[config.mk]
export PLATFORM = sky130hd
export DESIGN_NAME = port_pattern_gen_change_detect
export DESIGN_NICKNAME = d
export VERILOG_FILES = /design/src/logic/port_pattern_pkg.sv /design/src/logic/port_pattern_gen_change_detect.sv
export SDC_FILE = /design/constraint.sdc
export NUM_CORES = 1
export LEC_CHECK = 0
export BUFFER_PORTS_ARGS = -buffer_cell sky130_fd_sc_hd__buf_2
export CAP_MARGIN = 20
export CORE_UTILIZATION = 54
export DETAILED_ROUTE_END_ITERATION = 10
export HOLD_SLACK_MARGIN = 0.02
export PLACE_DENSITY = 0.85
export SYNTH_ARGS = -nofsm -noshare
export SYNTH_HDL_FRONTEND = slang
export SYNTH_SLANG_ARGS = --single-unit
[constraint.sdc]
create_clock -name core_clk -period 7.1 [get_ports core_clk]
set_input_delay 1.42 -clock core_clk [delete_from_list [all_inputs] [get_ports core_clk]]
set_output_delay 1.42 -clock core_clk [all_outputs]
set_load 0.05 [all_outputs]
[src/logic/port_pattern_pkg.sv]
// constants, register map and carrier types for the pattern port
package port_pattern_pkg;
  // ----------------------------------------
  // register offsets (byte addresses)
  // ----------------------------------------
  localparam logic [7:0] OFF_CTRL = 8'h00;
  localparam logic [7:0] OFF_MODE = 8'h04;
  localparam logic [7:0] OFF_OUT = 8'h08;
  localparam logic [7:0] OFF_IN = 8'h0c;
  localparam logic [7:0] OFF_STATUS = 8'h10;
  localparam logic [7:0] OFF_CD_EDGE = 8'h14;
  localparam logic [7:0] OFF_ROUTE = 8'h18;
  localparam logic [7:0] OFF_PWR_LO = 8'h1c;
  localparam logic [7:0] OFF_PWR_HI = 8'h20;
  localparam logic [7:0] OFF_SEC_DIR = 8'h24;
  localparam logic [7:0] OFF_SEC_OUT = 8'h28;
  // ----------------------------------------
  // field layouts and reset values
  // ----------------------------------------
  localparam logic [31:0] CTRL_MASK = 32'h0003ff27;
  localparam logic [31:0] ROUTE_MASK = 32'hffff07ff;
  localparam logic [31:0] REG_RST = 32'h00000000;
  localparam int CTRL_CLEAR_BIT = 3;
  localparam int CTRL_APPLY_BIT = 4;
  localparam int ST_UNDER_BIT = 0;
  localparam int ST_OVER_BIT = 1;
  localparam int ST_LEVEL_POS = 8;
  localparam logic [1:0] MODE_INPUT = 2'h0;
  localparam logic [1:0] MODE_STATIC = 2'h1;
  localparam logic [1:0] MODE_WAVE = 2'h2;
  localparam logic [1:0] PWR_HIZ = 2'h0;
  localparam logic [1:0] PWR_LOW = 2'h1;
  localparam logic [1:0] PWR_HIGH = 2'h2;
  // strobe source codes: 0..6 internal, then terminals, trigger bus, star, comparator
  localparam logic [5:0] SRC_PFI_BASE = 6'h07;
  localparam logic [5:0] SRC_TRIG_BASE = 6'h17;
  localparam logic [5:0] SRC_STAR = 6'h1f;
  localparam logic [5:0] SRC_CMP = 6'h20;
  // ----------------------------------------
  // timing
  // ----------------------------------------
  localparam int FETCH_CYCLES = 4;
  localparam logic [2:0] FETCH_GAP = 3'(FETCH_CYCLES - 1);
  // ----------------------------------------
  // carrier types
  // ----------------------------------------
  typedef struct packed {
    logic [13:0] unused_hi;
    logic [5:0] strobe_src;
    logic [3:0] export_pfi;
    logic [1:0] unused_lo;
    logic export_en;
    logic apply_pwrup;
    logic fifo_clear;
    logic falling_edge;
    logic retransmit;
    logic gen_enable;
  } ctrl_t;
  typedef struct packed {
    logic [15:0] to_pfi;
    logic [4:0] unused;
    logic in_strobe;
    logic irq_en;
    logic to_star;
    logic [7:0] to_trig;
  } route_t;
  typedef struct packed {
    logic [7:0] level;
    logic [7:0] oe_n;
  } drive8_t;
  typedef struct packed {
    logic [15:0] level;
    logic [15:0] oe_n;
  } drive16_t;
endpackage : port_pattern_pkg

[src/logic/port_pattern_gen_change_detect.sv]
// pattern generator, power-up states and change detection for an eight-line port
//
// Added by the designer: the register addresses and the APB interface to the registers.
`timescale 1ns/1ps
module port_pattern_gen_change_detect #(
  parameter int FIFO_DEPTH = 16
) (
  // clock and reset
  input wire logic core_clk,
  input wire logic rst_n,
  // apb slave
  input wire logic psel,
  input wire logic penable,
  input wire logic pwrite,
  input wire logic [7:0] paddr,
  input wire logic [31:0] pwdata,
  output logic [31:0] prdata,
  output logic pready,
  output logic pslverr,
  // dma sample stream
  input wire logic dma_valid,
  input wire logic [7:0] dma_data,
  output logic dma_ready,
  // internal strobe sources
  input wire logic analog_in_sample_strobe,
  input wire logic analog_in_convert_strobe,
  input wire logic analog_out_sample_strobe,
  input wire logic [1:0] counter_internal_out,
  input wire logic freq_gen_out,
  input wire logic analog_compare_event,
  // pins
  input wire logic [7:0] primary_port_in,
  output port_pattern_pkg::drive8_t primary_port_drive,
  input wire logic [15:0] programmable_function_terminal_in,
  output port_pattern_pkg::drive16_t programmable_function_terminal_drive,
  input wire logic [7:0] intercard_trigger_bus_in,
  output port_pattern_pkg::drive8_t intercard_trigger_bus_drive,
  input wire logic star_trigger_in,
  output logic star_trigger_out,
  output logic star_trigger_oe_n,
  // event outputs
  output logic change_event,
  output logic change_irq,
  output logic pattern_in_strobe,
  output logic pattern_out_strobe
);
  import port_pattern_pkg::*;
  localparam int AW = $clog2(FIFO_DEPTH);
  localparam logic [AW:0] DEPTH_CNT = (AW + 1)'(FIFO_DEPTH);

  // ----------------------------------------
  // helpers
  // ----------------------------------------
  function automatic logic pwr_drives(input logic [1:0] st);
    return (st == PWR_LOW) || (st == PWR_HIGH);
  endfunction : pwr_drives

  function automatic logic pick_source(input logic [5:0] sel, input logic [6:0] intl,
    input logic [15:0] programmable_function_terminal, input logic [7:0] trig, input logic star, input logic cmp);
    logic r;
    r = 1'b0;
    if (sel < SRC_PFI_BASE)
      r = intl[sel[2:0]];
    else if (sel < SRC_TRIG_BASE)
      r = programmable_function_terminal[4'(sel - SRC_PFI_BASE)];
    else if (sel < SRC_STAR)
      r = trig[3'(sel - SRC_TRIG_BASE)];
    else if (sel == SRC_STAR)
      r = star;
    else if (sel == SRC_CMP)
      r = cmp;
    return r;
  endfunction : pick_source

  // ----------------------------------------
  // pin synchronisers
  // ----------------------------------------
  logic [32:0] sync_a;
  logic [32:0] sync_b;
  wire [7:0] prim_sync = sync_b[7:0];
  wire [15:0] pfi_sync = sync_b[23:8];
  wire [7:0] trig_sync = sync_b[31:24];
  wire star_sync = sync_b[32];

  // two flops per pin; core clock stands in for the fast internal timebase
  always_ff @(posedge core_clk)
  begin
    if (!rst_n)
    begin
      sync_a <= '0;
      sync_b <= '0;
    end
    else
    begin
      sync_a <= {star_trigger_in, intercard_trigger_bus_in, programmable_function_terminal_in, primary_port_in};
      sync_b <= sync_a;
    end
  end

  // ----------------------------------------
  // register file
  // ----------------------------------------
  ctrl_t ctrl;
  route_t route;
  logic [15:0] mode;
  logic [7:0] static_out;
  logic [15:0] cd_edge;
  logic [31:0] pwr_lo;
  logic [15:0] pwr_hi;
  logic [15:0] sec_dir;
  logic [15:0] sec_out;
  logic underflow;
  logic overrun;

  // apb decode; every access completes without wait states
  wire access = psel & penable;
  wire wr_en = access & pwrite;
  wire hit_ctrl = paddr == OFF_CTRL;
  wire hit_mode = paddr == OFF_MODE;
  wire hit_out = paddr == OFF_OUT;
  wire hit_in = paddr == OFF_IN;
  wire hit_status = paddr == OFF_STATUS;
  wire hit_cd = paddr == OFF_CD_EDGE;
  wire hit_route = paddr == OFF_ROUTE;
  wire hit_pwr_lo = paddr == OFF_PWR_LO;
  wire hit_pwr_hi = paddr == OFF_PWR_HI;
  wire hit_sec_dir = paddr == OFF_SEC_DIR;
  wire hit_sec_out = paddr == OFF_SEC_OUT;
  wire mapped = hit_ctrl | hit_mode | hit_out | hit_in | hit_status | hit_cd | hit_route
    | hit_pwr_lo | hit_pwr_hi | hit_sec_dir | hit_sec_out;
  wire fifo_clear = wr_en & hit_ctrl & pwdata[CTRL_CLEAR_BIT];
  wire apply_pwrup = wr_en & hit_ctrl & pwdata[CTRL_APPLY_BIT];
  wire clr_under = wr_en & hit_status & pwdata[ST_UNDER_BIT];
  wire clr_over = wr_en & hit_status & pwdata[ST_OVER_BIT];
  wire [31:0] pwr_all_lo = pwr_lo;
  wire [47:0] pwr_all = {pwr_hi, pwr_all_lo};
  assign pready = 1'b1;
  assign pslverr = access & ~mapped;

  // plain configuration registers
  always_ff @(posedge core_clk)
  begin
    if (!rst_n)
    begin
      ctrl <= ctrl_t'(REG_RST);
      route <= route_t'(REG_RST);
      cd_edge <= '0;
      pwr_lo <= REG_RST;
      pwr_hi <= '0;
    end
    else if (wr_en)
    begin
      if (hit_ctrl)
        ctrl <= ctrl_t'(pwdata & CTRL_MASK); // pulse bits are not stored
      if (hit_route)
        route <= route_t'(pwdata & ROUTE_MASK);
      if (hit_cd)
        cd_edge <= pwdata[15:0];
      if (hit_pwr_lo)
        pwr_lo <= pwdata;
      if (hit_pwr_hi)
        pwr_hi <= pwdata[15:0];
    end
  end

  // line configuration; apply copies the programmed power-up states
  always_ff @(posedge core_clk)
  begin
    if (!rst_n)
    begin
      mode <= '0;
      static_out <= '0;
      sec_dir <= '0;
      sec_out <= '0;
    end
    else if (apply_pwrup)
    begin
      for (int i = 0; i < 8; i++)
      begin
        mode[2*i +: 2] <= pwr_drives(pwr_all[2*i +: 2]) ? MODE_STATIC : MODE_INPUT;
        static_out[i] <= pwr_all[2*i +: 2] == PWR_HIGH;
      end
      for (int i = 0; i < 16; i++)
      begin
        sec_dir[i] <= pwr_drives(pwr_all[16 + 2*i +: 2]);
        sec_out[i] <= pwr_all[16 + 2*i +: 2] == PWR_HIGH;
      end
    end
    else if (wr_en)
    begin
      if (hit_mode)
        mode <= pwdata[15:0];
      if (hit_out)
        static_out <= pwdata[7:0];
      if (hit_sec_dir)
        sec_dir <= pwdata[15:0];
      if (hit_sec_out)
        sec_out <= pwdata[15:0];
    end
  end

  // ----------------------------------------
  // strobe selection and edge
  // ----------------------------------------
  logic cd_event;
  logic strobe_prev;
  wire [6:0] internal_src = {cd_event, freq_gen_out, counter_internal_out, analog_out_sample_strobe,
    analog_in_convert_strobe, analog_in_sample_strobe};
  // no divider here: the strobe is always a routed signal
  wire strobe_raw = pick_source(ctrl.strobe_src, internal_src, pfi_sync, trig_sync, star_sync,
    analog_compare_event);
  wire strobe_edge = ctrl.falling_edge ? (strobe_prev & ~strobe_raw) : (~strobe_prev & strobe_raw);
  wire strobe_event = ctrl.gen_enable & strobe_edge;

  // ----------------------------------------
  // output fifo
  // ----------------------------------------
  logic [7:0] mem [FIFO_DEPTH];
  logic [AW:0] wr_ptr;
  logic [AW:0] rd_ptr;
  logic [AW:0] base_ptr;
  logic [2:0] gap_cnt;
  logic [7:0] wave_level;
  wire [AW:0] level = wr_ptr - base_ptr;
  wire full = level == DEPTH_CNT;
  wire avail = ctrl.retransmit ? (wr_ptr != base_ptr) : (wr_ptr != rd_ptr);
  wire [AW:0] rd_inc = rd_ptr + 1'b1;
  wire [7:0] fifo_head = mem[rd_ptr[AW-1:0]];
  wire err_pending = underflow | overrun;
  wire take = strobe_event & ~err_pending;
  wire under_hit = take & ~avail;
  wire over_hit = take & avail & (gap_cnt != 3'h0);
  wire pop = take & avail & (gap_cnt == 3'h0);
  wire wrap = ctrl.retransmit & (rd_inc == wr_ptr);
  wire push = dma_valid & dma_ready;
  assign dma_ready = ~full & ~fifo_clear;

  // storage has no reset; the pointers decide what is valid
  always_ff @(posedge core_clk)
  begin
    if (push)
      mem[wr_ptr[AW-1:0]] <= dma_data;
  end

  // in retransmit the base stays put so the whole sequence replays
  always_ff @(posedge core_clk)
  begin
    if (!rst_n || fifo_clear)
    begin
      wr_ptr <= '0;
      rd_ptr <= '0;
      base_ptr <= '0;
    end
    else
    begin
      if (push)
        wr_ptr <= wr_ptr + 1'b1;
      if (pop)
      begin
        rd_ptr <= wrap ? base_ptr : rd_inc;
        if (!ctrl.retransmit)
          base_ptr <= rd_inc;
      end
    end
  end

  // sample register, fetch spacing and strobe history
  always_ff @(posedge core_clk)
  begin
    if (!rst_n)
    begin
      wave_level <= '0;
      gap_cnt <= '0;
      strobe_prev <= 1'b0;
      pattern_out_strobe <= 1'b0;
    end
    else
    begin
      strobe_prev <= strobe_raw;
      pattern_out_strobe <= strobe_event;
      if (pop)
        wave_level <= fifo_head;
      if (pop)
        gap_cnt <= FETCH_GAP;
      else if (gap_cnt != 3'h0)
        gap_cnt <= gap_cnt - 3'h1;
    end
  end

  // sticky errors; a new error beats a clear in the same cycle
  always_ff @(posedge core_clk)
  begin
    if (!rst_n)
    begin
      underflow <= 1'b0;
      overrun <= 1'b0;
    end
    else
    begin
      underflow <= under_hit | (underflow & ~clr_under);
      overrun <= over_hit | (overrun & ~clr_over);
    end
  end

  // ----------------------------------------
  // change detection
  // ----------------------------------------
  logic [7:0] cd_prev;
  logic [7:0] prim_level;
  always_comb
  begin
    for (int i = 0; i < 8; i++)
    begin
      // driven lines are watched at the value we drive
      if (mode[2*i +: 2] == MODE_WAVE)
        prim_level[i] = wave_level[i];
      else if (mode[2*i +: 2] == MODE_STATIC)
        prim_level[i] = static_out[i];
      else
        prim_level[i] = prim_sync[i];
    end
  end
  wire [7:0] cd_hits = (~cd_prev & prim_level & cd_edge[7:0]) | (cd_prev & ~prim_level & cd_edge[15:8]);

  always_ff @(posedge core_clk)
  begin
    if (!rst_n)
    begin
      cd_prev <= '0;
      cd_event <= 1'b0;
    end
    else
    begin
      cd_prev <= prim_level;
      cd_event <= |cd_hits;
    end
  end

  // ----------------------------------------
  // pin drivers and event outputs
  // ----------------------------------------
  // read data, captured in the setup cycle
  wire [31:0] status_word = (32'(level) << ST_LEVEL_POS) | 32'({~avail, full, overrun, underflow});
  wire [31:0] rd_mux = hit_ctrl ? 32'(ctrl) :
    hit_mode ? {16'h0000, mode} :
    hit_out ? {24'h000000, static_out} :
    hit_in ? {8'h00, pfi_sync, prim_sync} :
    hit_status ? status_word :
    hit_cd ? {16'h0000, cd_edge} :
    hit_route ? 32'(route) :
    hit_pwr_lo ? pwr_lo :
    hit_pwr_hi ? {16'h0000, pwr_hi} :
    hit_sec_dir ? {16'h0000, sec_dir} :
    hit_sec_out ? {16'h0000, sec_out} : 32'h00000000;
  wire [15:0] export_hit = {15'h0, ctrl.export_en} << ctrl.export_pfi;
  always_ff @(posedge core_clk)
  begin
    if (!rst_n)
    begin
      primary_port_drive <= '{level: 8'h00, oe_n: 8'hff};
      programmable_function_terminal_drive <= '{level: 16'h0000, oe_n: 16'hffff};
      intercard_trigger_bus_drive <= '{level: 8'h00, oe_n: 8'hff};
      star_trigger_out <= 1'b0;
      star_trigger_oe_n <= 1'b1;
      change_event <= 1'b0;
      change_irq <= 1'b0;
      pattern_in_strobe <= 1'b0;
      prdata <= '0;
    end
    else
    begin
      for (int i = 0; i < 8; i++)
      begin
        primary_port_drive.level[i] <= (mode[2*i +: 2] == MODE_WAVE) ? wave_level[i] : static_out[i];
        primary_port_drive.oe_n[i] <= !(mode[2*i +: 2] == MODE_WAVE || mode[2*i +: 2] == MODE_STATIC);
      end
      for (int i = 0; i < 16; i++)
      begin
        // strobe export wins over the change event and the static value
        programmable_function_terminal_drive.level[i] <= export_hit[i] ? ~strobe_raw :
          (route.to_pfi[i] ? cd_event : sec_out[i]);
        programmable_function_terminal_drive.oe_n[i] <= ~(export_hit[i] | route.to_pfi[i] | sec_dir[i]);
      end
      intercard_trigger_bus_drive <= '{level: {8{cd_event}}, oe_n: ~route.to_trig};
      star_trigger_out <= cd_event;
      star_trigger_oe_n <= ~route.to_star;
      change_event <= cd_event;
      change_irq <= cd_event & route.irq_en;
      pattern_in_strobe <= cd_event & route.in_strobe;
      if (psel && !penable && !pwrite)
        prdata <= rd_mux;
    end
  end
endmodule : port_pattern_gen_change_detect

==> out/qor.csv, run 1 <==
stage;metric;value;unit
final_layout;fraction of layout cells with a size suffix above 1;16.8;%
routing;initial drt markers;2409;
clocking;CTS root buf;clkbuf_16;
routing;routed vias/inst;6.39;
worst_setup_path;CP max-delay cell;nor4_1;
power;pwr/cell area;254;nW/um^2
sta;worst-margin pin slew;1.19;ns
min_path;HP Class;reg -> reg;
synthesis;EDFF count, synth;128;
global_routing;All-Layer GR Usage;33.5;%
global_routing;initial antenna violation count;4;
placed_design;hpwl dp;44600;um
final_layout;Core Util, Final;63.2;%
worst_setup_path;Critical Path AT;3.46;ns
synthesis;Cells after Synth;2015;
routing;vias post-DR;17162;
worst_setup_path;CP Launch Type;input port;
power;leakage power;8.42;nW
sta;fin crit period;4.88;ns
routing;ANT nets after route;0;
sta;Final Setup Violations;0;
sta;crit share post-route;68.7;%
floorplan;row count;70;
floorplan;Top-Level Pins;199;
clocking;cts hold-fix bufs;0;
synthesis;top-area cell type share of the netlist area;35.0;%
clocking;CTS tree;yes;
sta;Setup TNS Final;0;ns
worst_setup_path;Worst setup EP type;primary output;
clocking;post-CTS sizing;0;
sta;Slew Limit Fails;0;
floorplan;core area;37000;sq um
synthesis;Synth Register Bits;486;
clocking;# Post-CTS Setup Buffers;0;
synthesis;main area contributors after synthesis;dfxtp_1, edfxtp_1, nand2_1;
synthesis;largest area contributor in the synthesized netlist;dfxtp_1;
floorplan;initial core utilization;55.4;%
clocking;Num CTS Buffers;50;
placed_design;GPL Wtd Cong;1.06;
run_status;status;finished, violations left;
worst_setup_path;CP Data Required Time;5.68;ns
global_routing;vias in the first global route;16139;
clocking;clk sinks;486;
global_routing;first-pass GRT wire length;97600;um
worst_setup_path;Critical Path, Cell by Cell;buf_2 > nor4_1 > nand2_1 > nor2_1 > nand2_1 > and2_1 > buf_2;
clocking;H-tree depth;2;
global_routing;global route total overflow;0;
power;Pwr Total;5.93;mW
sta;Worst slew margin;20.8;%
synthesis;most common cell in the netlist;dfxtp_1;
floorplan;Die Width;197;um
placed_design;# port buffers;197;
synthesis;yosys warns;0;
global_routing;largest net degree at the start of global routing;139;
placed_design;dpl ws;2.39;ns
synthesis;top post-synthesis cells by count;dfxtp_1, nand2_1, a21oi_1, nor2_1, edfxtp_1;
synthesis;Synth Net Count;2163;
floorplan;Die Y;197;um
synthesis;sequential fraction of the synthesis area;53.7;%
floorplan;die area;38700;sq um
synthesis;Most used DFF post-synth;dfxtp_1;
worst_setup_path;CP peak stage delay;0.59;ns
clocking;clk_lat worst skew;0.61;ns
run;maxcap violations;0;
worst_setup_path;WS Path Type;in -> out;
run_status;failing checks;design-rule violations;
worst_setup_path;maximum fanout count along the critical path;13;
synthesis;Netlist cell types;77;
worst_setup_path;CP delay by family, top;simple AND/OR/NAND/NOR gates;
final_layout;Area Growth Syn to Fin;14.1;%
sta;Final Hold Fails;0;
routing;Residual DRC;1;
synthesis;Async SR Flop Fraction;0;%
sta;Fmax;205;MHz
worst_setup_path;number of buffers and inverters on the critical path;2;
clocking;Clock transition at path regs;0.06;ns
synthesis;Synth Area per Inst;10.2;sq um
routing;WL/cell;24.5;um
sta;RSZ-0062 raised after global routing;false;
sta;skew final;0.0276;ns
synthesis;post-synth design cell area;20500;sq um
sta;Setup WS post-layout;2.22;ns
final_layout;nets;2287;
clocking;clock buffer depth;3;
power;maximum vdd drop;0.233;mV
routing;wirelength, routed;65800;um
routing;total iterations of the first detailed-routing run;9;
path summary, 6_finish.rpt:
path              slack (ns)                  start                                        end  depth (start not counted)
hold reg to reg         0.43  route[4]$_SDFFE_PN0P_  intercard_trigger_bus_drive[4]$_SDFF_PN1_                          1
hold / removal          0.43  route[4]$_SDFFE_PN0P_  intercard_trigger_bus_drive[4]$_SDFF_PN1_                          1
setup / recovery        2.22               paddr[3]                                  dma_ready                          7
setup reg to reg        3.30  ctrl[12]$_SDFFE_PN0P_                 wave_level[5]$_SDFFE_PN0P_                          9
state kept, by name, summed over array words and instances (netlist names), 8 cells and up:
| register | count |
|---|---|
| programmable_function_terminal_drive | 32 |
| sync_a | 33 |
| sec_out | 16 |
| pwr_all_lo | 32 |
| static_out | 8 |
| cd_edge | 16 |
| sec_dir | 16 |
| mem | 128 |
| intercard_trigger_bus_drive | 8 |
| prdata | 32 |
| route | 27 |
| mode | 16 |
| pwr_hi | 16 |
| sync_b | 33 |
| cd_prev | 8 |
| wave_level | 8 |
| primary_port_drive | 16 |
| ctrl | 14 |
cell families after synthesis:
logic type / count (synthesis) / synth area share [%]
adders and majority gates: 54 / 3.33
other: 1 / 0.0183
xor gates and xnor gates: 20 / 0.855
buffers and inverters: 209 / 4.23
AOI/OAI and AO/OA: 440 / 14.4
and+or+nand+nor: 724 / 16.4
DFF: 486 / 53.7
muxes: 81 / 7.01
stage by stage:
step	std cells	hold slack [ns]	cell area, sq um
floorplan	2015	0.368	20500
global placement	2590	0.398	21600
global route	2685	0.432	23400
CTS	2682	0.413	23400
detailed placement	2591	0.398	21700
finish	2686	0.425	23400
area by class of cell:
type	count	area [sq um]
clock buffers	69	1400
multi-input cells	1320	8610
well taps	504	631
flip-flops and latches	486	11000
repair buffers	221	1170
fillers	2905	13600
inverters	60	230
clock inverters	22	293
diodes	4	10.0
layer usage:
| metal | up-vias | track usage (%) | part of all wire, % |
|---|---|---|---|
| met3 | 285 | 6.96 | 12 |
| li1 | 7473 | - | - |
| met2 | 1280 | 52.4 | 45 |
| met4 | 0 | 19.4 | 6.4 |
| met1 | 8124 | 43.3 | 37 |
| met5 | - | 0 | 0 |
power by group:
| group | internal, mW | switching [mW] | leakage [nW] |
|---|---|---|---|
| Clock | 1.61 | 1.13 | 0.816 |
| Sequential | 2.88 | 0.0278 | 4.06 |
| Combinational | 0.0913 | 0.193 | 3.54 |
| Total | 4.58 | 1.35 | 8.42 |
cells in the final DEF (no fill, tap or decap), types with 31 or more instances in the layout:
master     count
mux4_2        43
nor2_1       148
mux2i_1       31
dfxtp_1      356
nand2_1      329
and3_1        32
and2_1        74
a22oi_1       39
edfxtp_1     128
clkbuf_16     51
a211oi_1      74
buf_2        196
a21oi_1      165
inv_1         59
nand3_1       36
ha_1          53
Note: power is estimated with default switching activity, not from simulation.
==> run 2, diff against run 1 <==
==> constraint.sdc (replaced) <==
create_clock -name core_clk -period 4.95 [get_ports core_clk]
set_input_delay 0.99 -clock core_clk [delete_from_list [all_inputs] [get_ports core_clk]]
set_output_delay 0.99 -clock core_clk [all_outputs]
set_load 0.05 [all_outputs]
==> run 2 against run 1 <==
The run now ends clean. Register-to-register slack got worse by 2.1 ns. Wire length rose by 2.4%. Power is 45% higher. Cell count up 0.48%. Non-clock buffer count rose by 12. Worst hold slack worse by 0.016 ns. First-iteration DRC count down 13%. Cell area rose by 0.70%. Critical path type unchanged. Highest routed layer is now met5.
==> out/qor.csv, run 2 (synthesized netlist as in run 1, its figures left out) <==
stage;metric;value;unit;change
final_layout;commonest non-fill, non-tap cell in the layout;dfxtp_1;;
global_routing;All-Layer GR Usage;34.3;%;+0.74 points
min_path;hold path startpoint;route[1]$_SDFFE_PN0P_;;
power;leakage power;8.52;nW;+1.2%
clocking;# Post-CTS Setup Buffers;0;;unchanged
final_layout;fin area;23500;sq um;+0.70%
final_layout;Filler cells;2957;;+1.8%
clocking;clock buffer depth;3;;unchanged
sta;skew final;0.0196;ns;-0.00799 ns
worst_setup_path;Worst setup EP type;primary output;;
power;Comb pwr share;4.7;%;about the same
global_routing;largest net degree at the start of global routing;132;;-5.0%
global_routing;vias in the first global route;16133;;-0.037%
clocking;Clock transition at path regs;0.06;ns;about the same
power;Sw Ratio;22.9;%;+0.17 points
worst_setup_path;Crit path depth;7;;unchanged
placed_design;hpwl dp;46100;um;+3.2%
worst_setup_path;CP max-delay cell;nor4_2;;
floorplan;core area;37000;sq um;unchanged
floorplan;initial core utilization;55.4;%;unchanged
placed_design;Cell Area, Placed;21700;sq um;+0.39%
worst_setup_path;CP delay by family, top;simple AND/OR/NAND/NOR gates;;
worst_setup_path;WS Path Type;in -> out;;
routing;wirelength, routed;67300;um;+2.4%
sta;Setup TNS Final;0;ns;unchanged
power;clock share of power;46.7;%;+0.6 points
floorplan;Die Y;197;um;unchanged
routing;routed vias/inst;6.39;;about the same
sta;RSZ-0062 raised after global routing;false;;
min_path;Worst Hold Path Cells;1;;unchanged
clocking;CTS root buf;clkbuf_16;;
worst_setup_path;Critical Path AT;3.31;ns;-0.15 ns
clocking;Num CTS Buffers;49;;-2.0%
worst_setup_path;FF-to-FF Start;ctrl[12]$_SDFFE_PN0P_;;
sta;Slew Limit Fails;0;;unchanged
floorplan;Die Width;197;um;unchanged
power;Internal Power;6.61;mW;+44%
routing;vias post-DR;17239;;+0.45%
floorplan;row count;70;;unchanged
final_layout;nets;2298;;+0.48%
placed_design;dpl ws;0.866;ns;-1.53 ns
worst_setup_path;CP peak stage delay;0.85;ns;+0.26 ns
clocking;cts hold-fix bufs;0;;unchanged
final_layout;fraction of layout cells with a size suffix above 1;17.6;%;+0.88 points
sta;Final Setup Violations;0;;unchanged
worst_setup_path;Critical Path, Cell by Cell;buf_2 > nor4_2 > nand2_1 > nor2_1 > nand2_1 > and2_1 > buf_2;;
worst_setup_path;maximum fanout count along the critical path;9;;-4
routing;WL/cell;24.9;um;+1.9%
routing;Residual DRC;0;;-1
clocking;clk sinks;486;;unchanged
worst_setup_path;reg2reg path depth;9;;unchanged
worst_setup_path;CP Launch Type;input port;;
power;switching power;1.97;mW;+46%
clocking;CTS tree;yes;;
clocking;clk_lat worst skew;0.61;ns;about the same
sta;crit share post-route;86.8;%;
sta;fin crit period;4.30;ns;
floorplan;Top-Level Pins;199;;unchanged
clocking;H-tree depth;2;;unchanged
routing;initial drt markers;2089;;-13%
routing;total iterations of the first detailed-routing run;6;;-3
min_path;HP Class;reg -> reg;;
global_routing;first-pass GRT wire length;98700;um;+1.1%
placed_design;GPL Wtd Cong;1.02;;-3.2%
power;pwr/cell area;365;nW/um^2;+44%
worst_setup_path;Crit. Startpoint;paddr[5];;
sta;Fmax;233;MHz;
floorplan;die area;38700;sq um;unchanged
power;register share of total power;48.6;%;-0.5 points
run;maxcap violations;0;;unchanged
clocking;post-CTS sizing;0;;unchanged
power;maximum vdd drop;0.530;mV;+130%
worst_setup_path;number of buffers and inverters on the critical path;2;;unchanged
sta;worst-margin pin slew;1.09;ns;-0.0991 ns
final_layout;max reg flops;128;;unchanged
final_layout;commonest non-fill, non-tap cells in the layout;dfxtp_1, nand2_1, buf_2;;
sta;Worst slew margin;27.6;%;+6.8 points
run_status;status;finished, final reports clean;;
global_routing;initial antenna violation count;6;;+2
sta;Setup WS post-layout;0.651;ns;-1.57 ns
worst_setup_path;CP Data Required Time;3.96;ns;-1.72 ns
placed_design;# port buffers;197;;unchanged
power;Pwr Total;8.58;mW;+45%
global_routing;global route total overflow;0;;unchanged
sta;Final Hold Fails;0;;unchanged
routing;ANT nets after route;0;;unchanged
final_layout;Area Growth Syn to Fin;14.9;%;
==> run 2: cell types whose count changed in the layout (fill, tap and decap cells not counted), sizes merged <==
| cell | delta |
|---|---|
| clkinv | +2 |
| diode | +2 |
| clkinvlp | +1 |
| buf | +12 |
| clkbuf | -4 |
==> run 2: path summary, 6_finish.rpt <==
check | slack [ns] | end
max reg2reg | 1.24 | rd_ptr[0]$_SDFFE_PP0P_
min | 0.41 | intercard_trigger_bus_drive[1]$_SDFF_PN1_
min reg2reg | 0.41 | intercard_trigger_bus_drive[1]$_SDFF_PN1_
max | 0.65 | dma_ready
==> run 2: worst register-to-register path, stage by stage, from the launching register on <==
cell and delay [ns]:
dfxtp_1 0.79, inv_1 0.11, ha_1 0.50, mux4_2 0.37, mux4_2 0.51, a32oi_4 0.30, nor4bb_4 0.13, nor2_4 0.48
nor3b_1 0.11, o31a_1 0.30
==> run 2: stage by stage <==
step	utilization, %	hold slack [ns]	cells
floorplan	-	0.368	2015
global placement	58.8	0.388	2601
detailed placement	58.8	0.395	2602
CTS	63.6	0.408	2692
global route	63.6	0.422	2697
finish	63.7	0.410	2699
==> run 2: final cells by class <==
type                            instances  area, sq um  share of cell area, %
Sequential cell                       486        11000                   46.8
Clock inverter                         25          337                   1.43
Tap cell                              504          631                   2.68
Inverter                               60          230                  0.978
Clock buffer                           65         1420                   6.02
Antenna cell                            6         15.0                 0.0638
Timing Repair Buffer                  233         1270                   5.40
Multi-Input combinational cell       1320         8620                   36.6
==> run 2: power by group through the flow <==
| stage | Sequential (mW) | Combinational [mW] | Clock, mW |
|---|---|---|---|
| floorplan | 4.27 | 0.219 | 0 |
| global placement | 4.26 | 0.378 | 0 |
| detailed placement | 4.26 | 0.392 | 0 |
| CTS | 4.17 | 0.397 | 4.03 |
| global route | 4.18 | 0.430 | 4.17 |
| finish | 4.17 | 0.404 | 4.00 |
==> run 2: per-layer routing <==
metal | track usage [%] | vias to the layer above | wire length, um
met5 | 0 | - | 11
met4 | 20.7 | 2 | 4150
met3 | 6.50 | 258 | 7190
met2 | 54.2 | 1227 | 31000
met1 | 43.8 | 8272 | 24900
li1 | - | 7480 | -
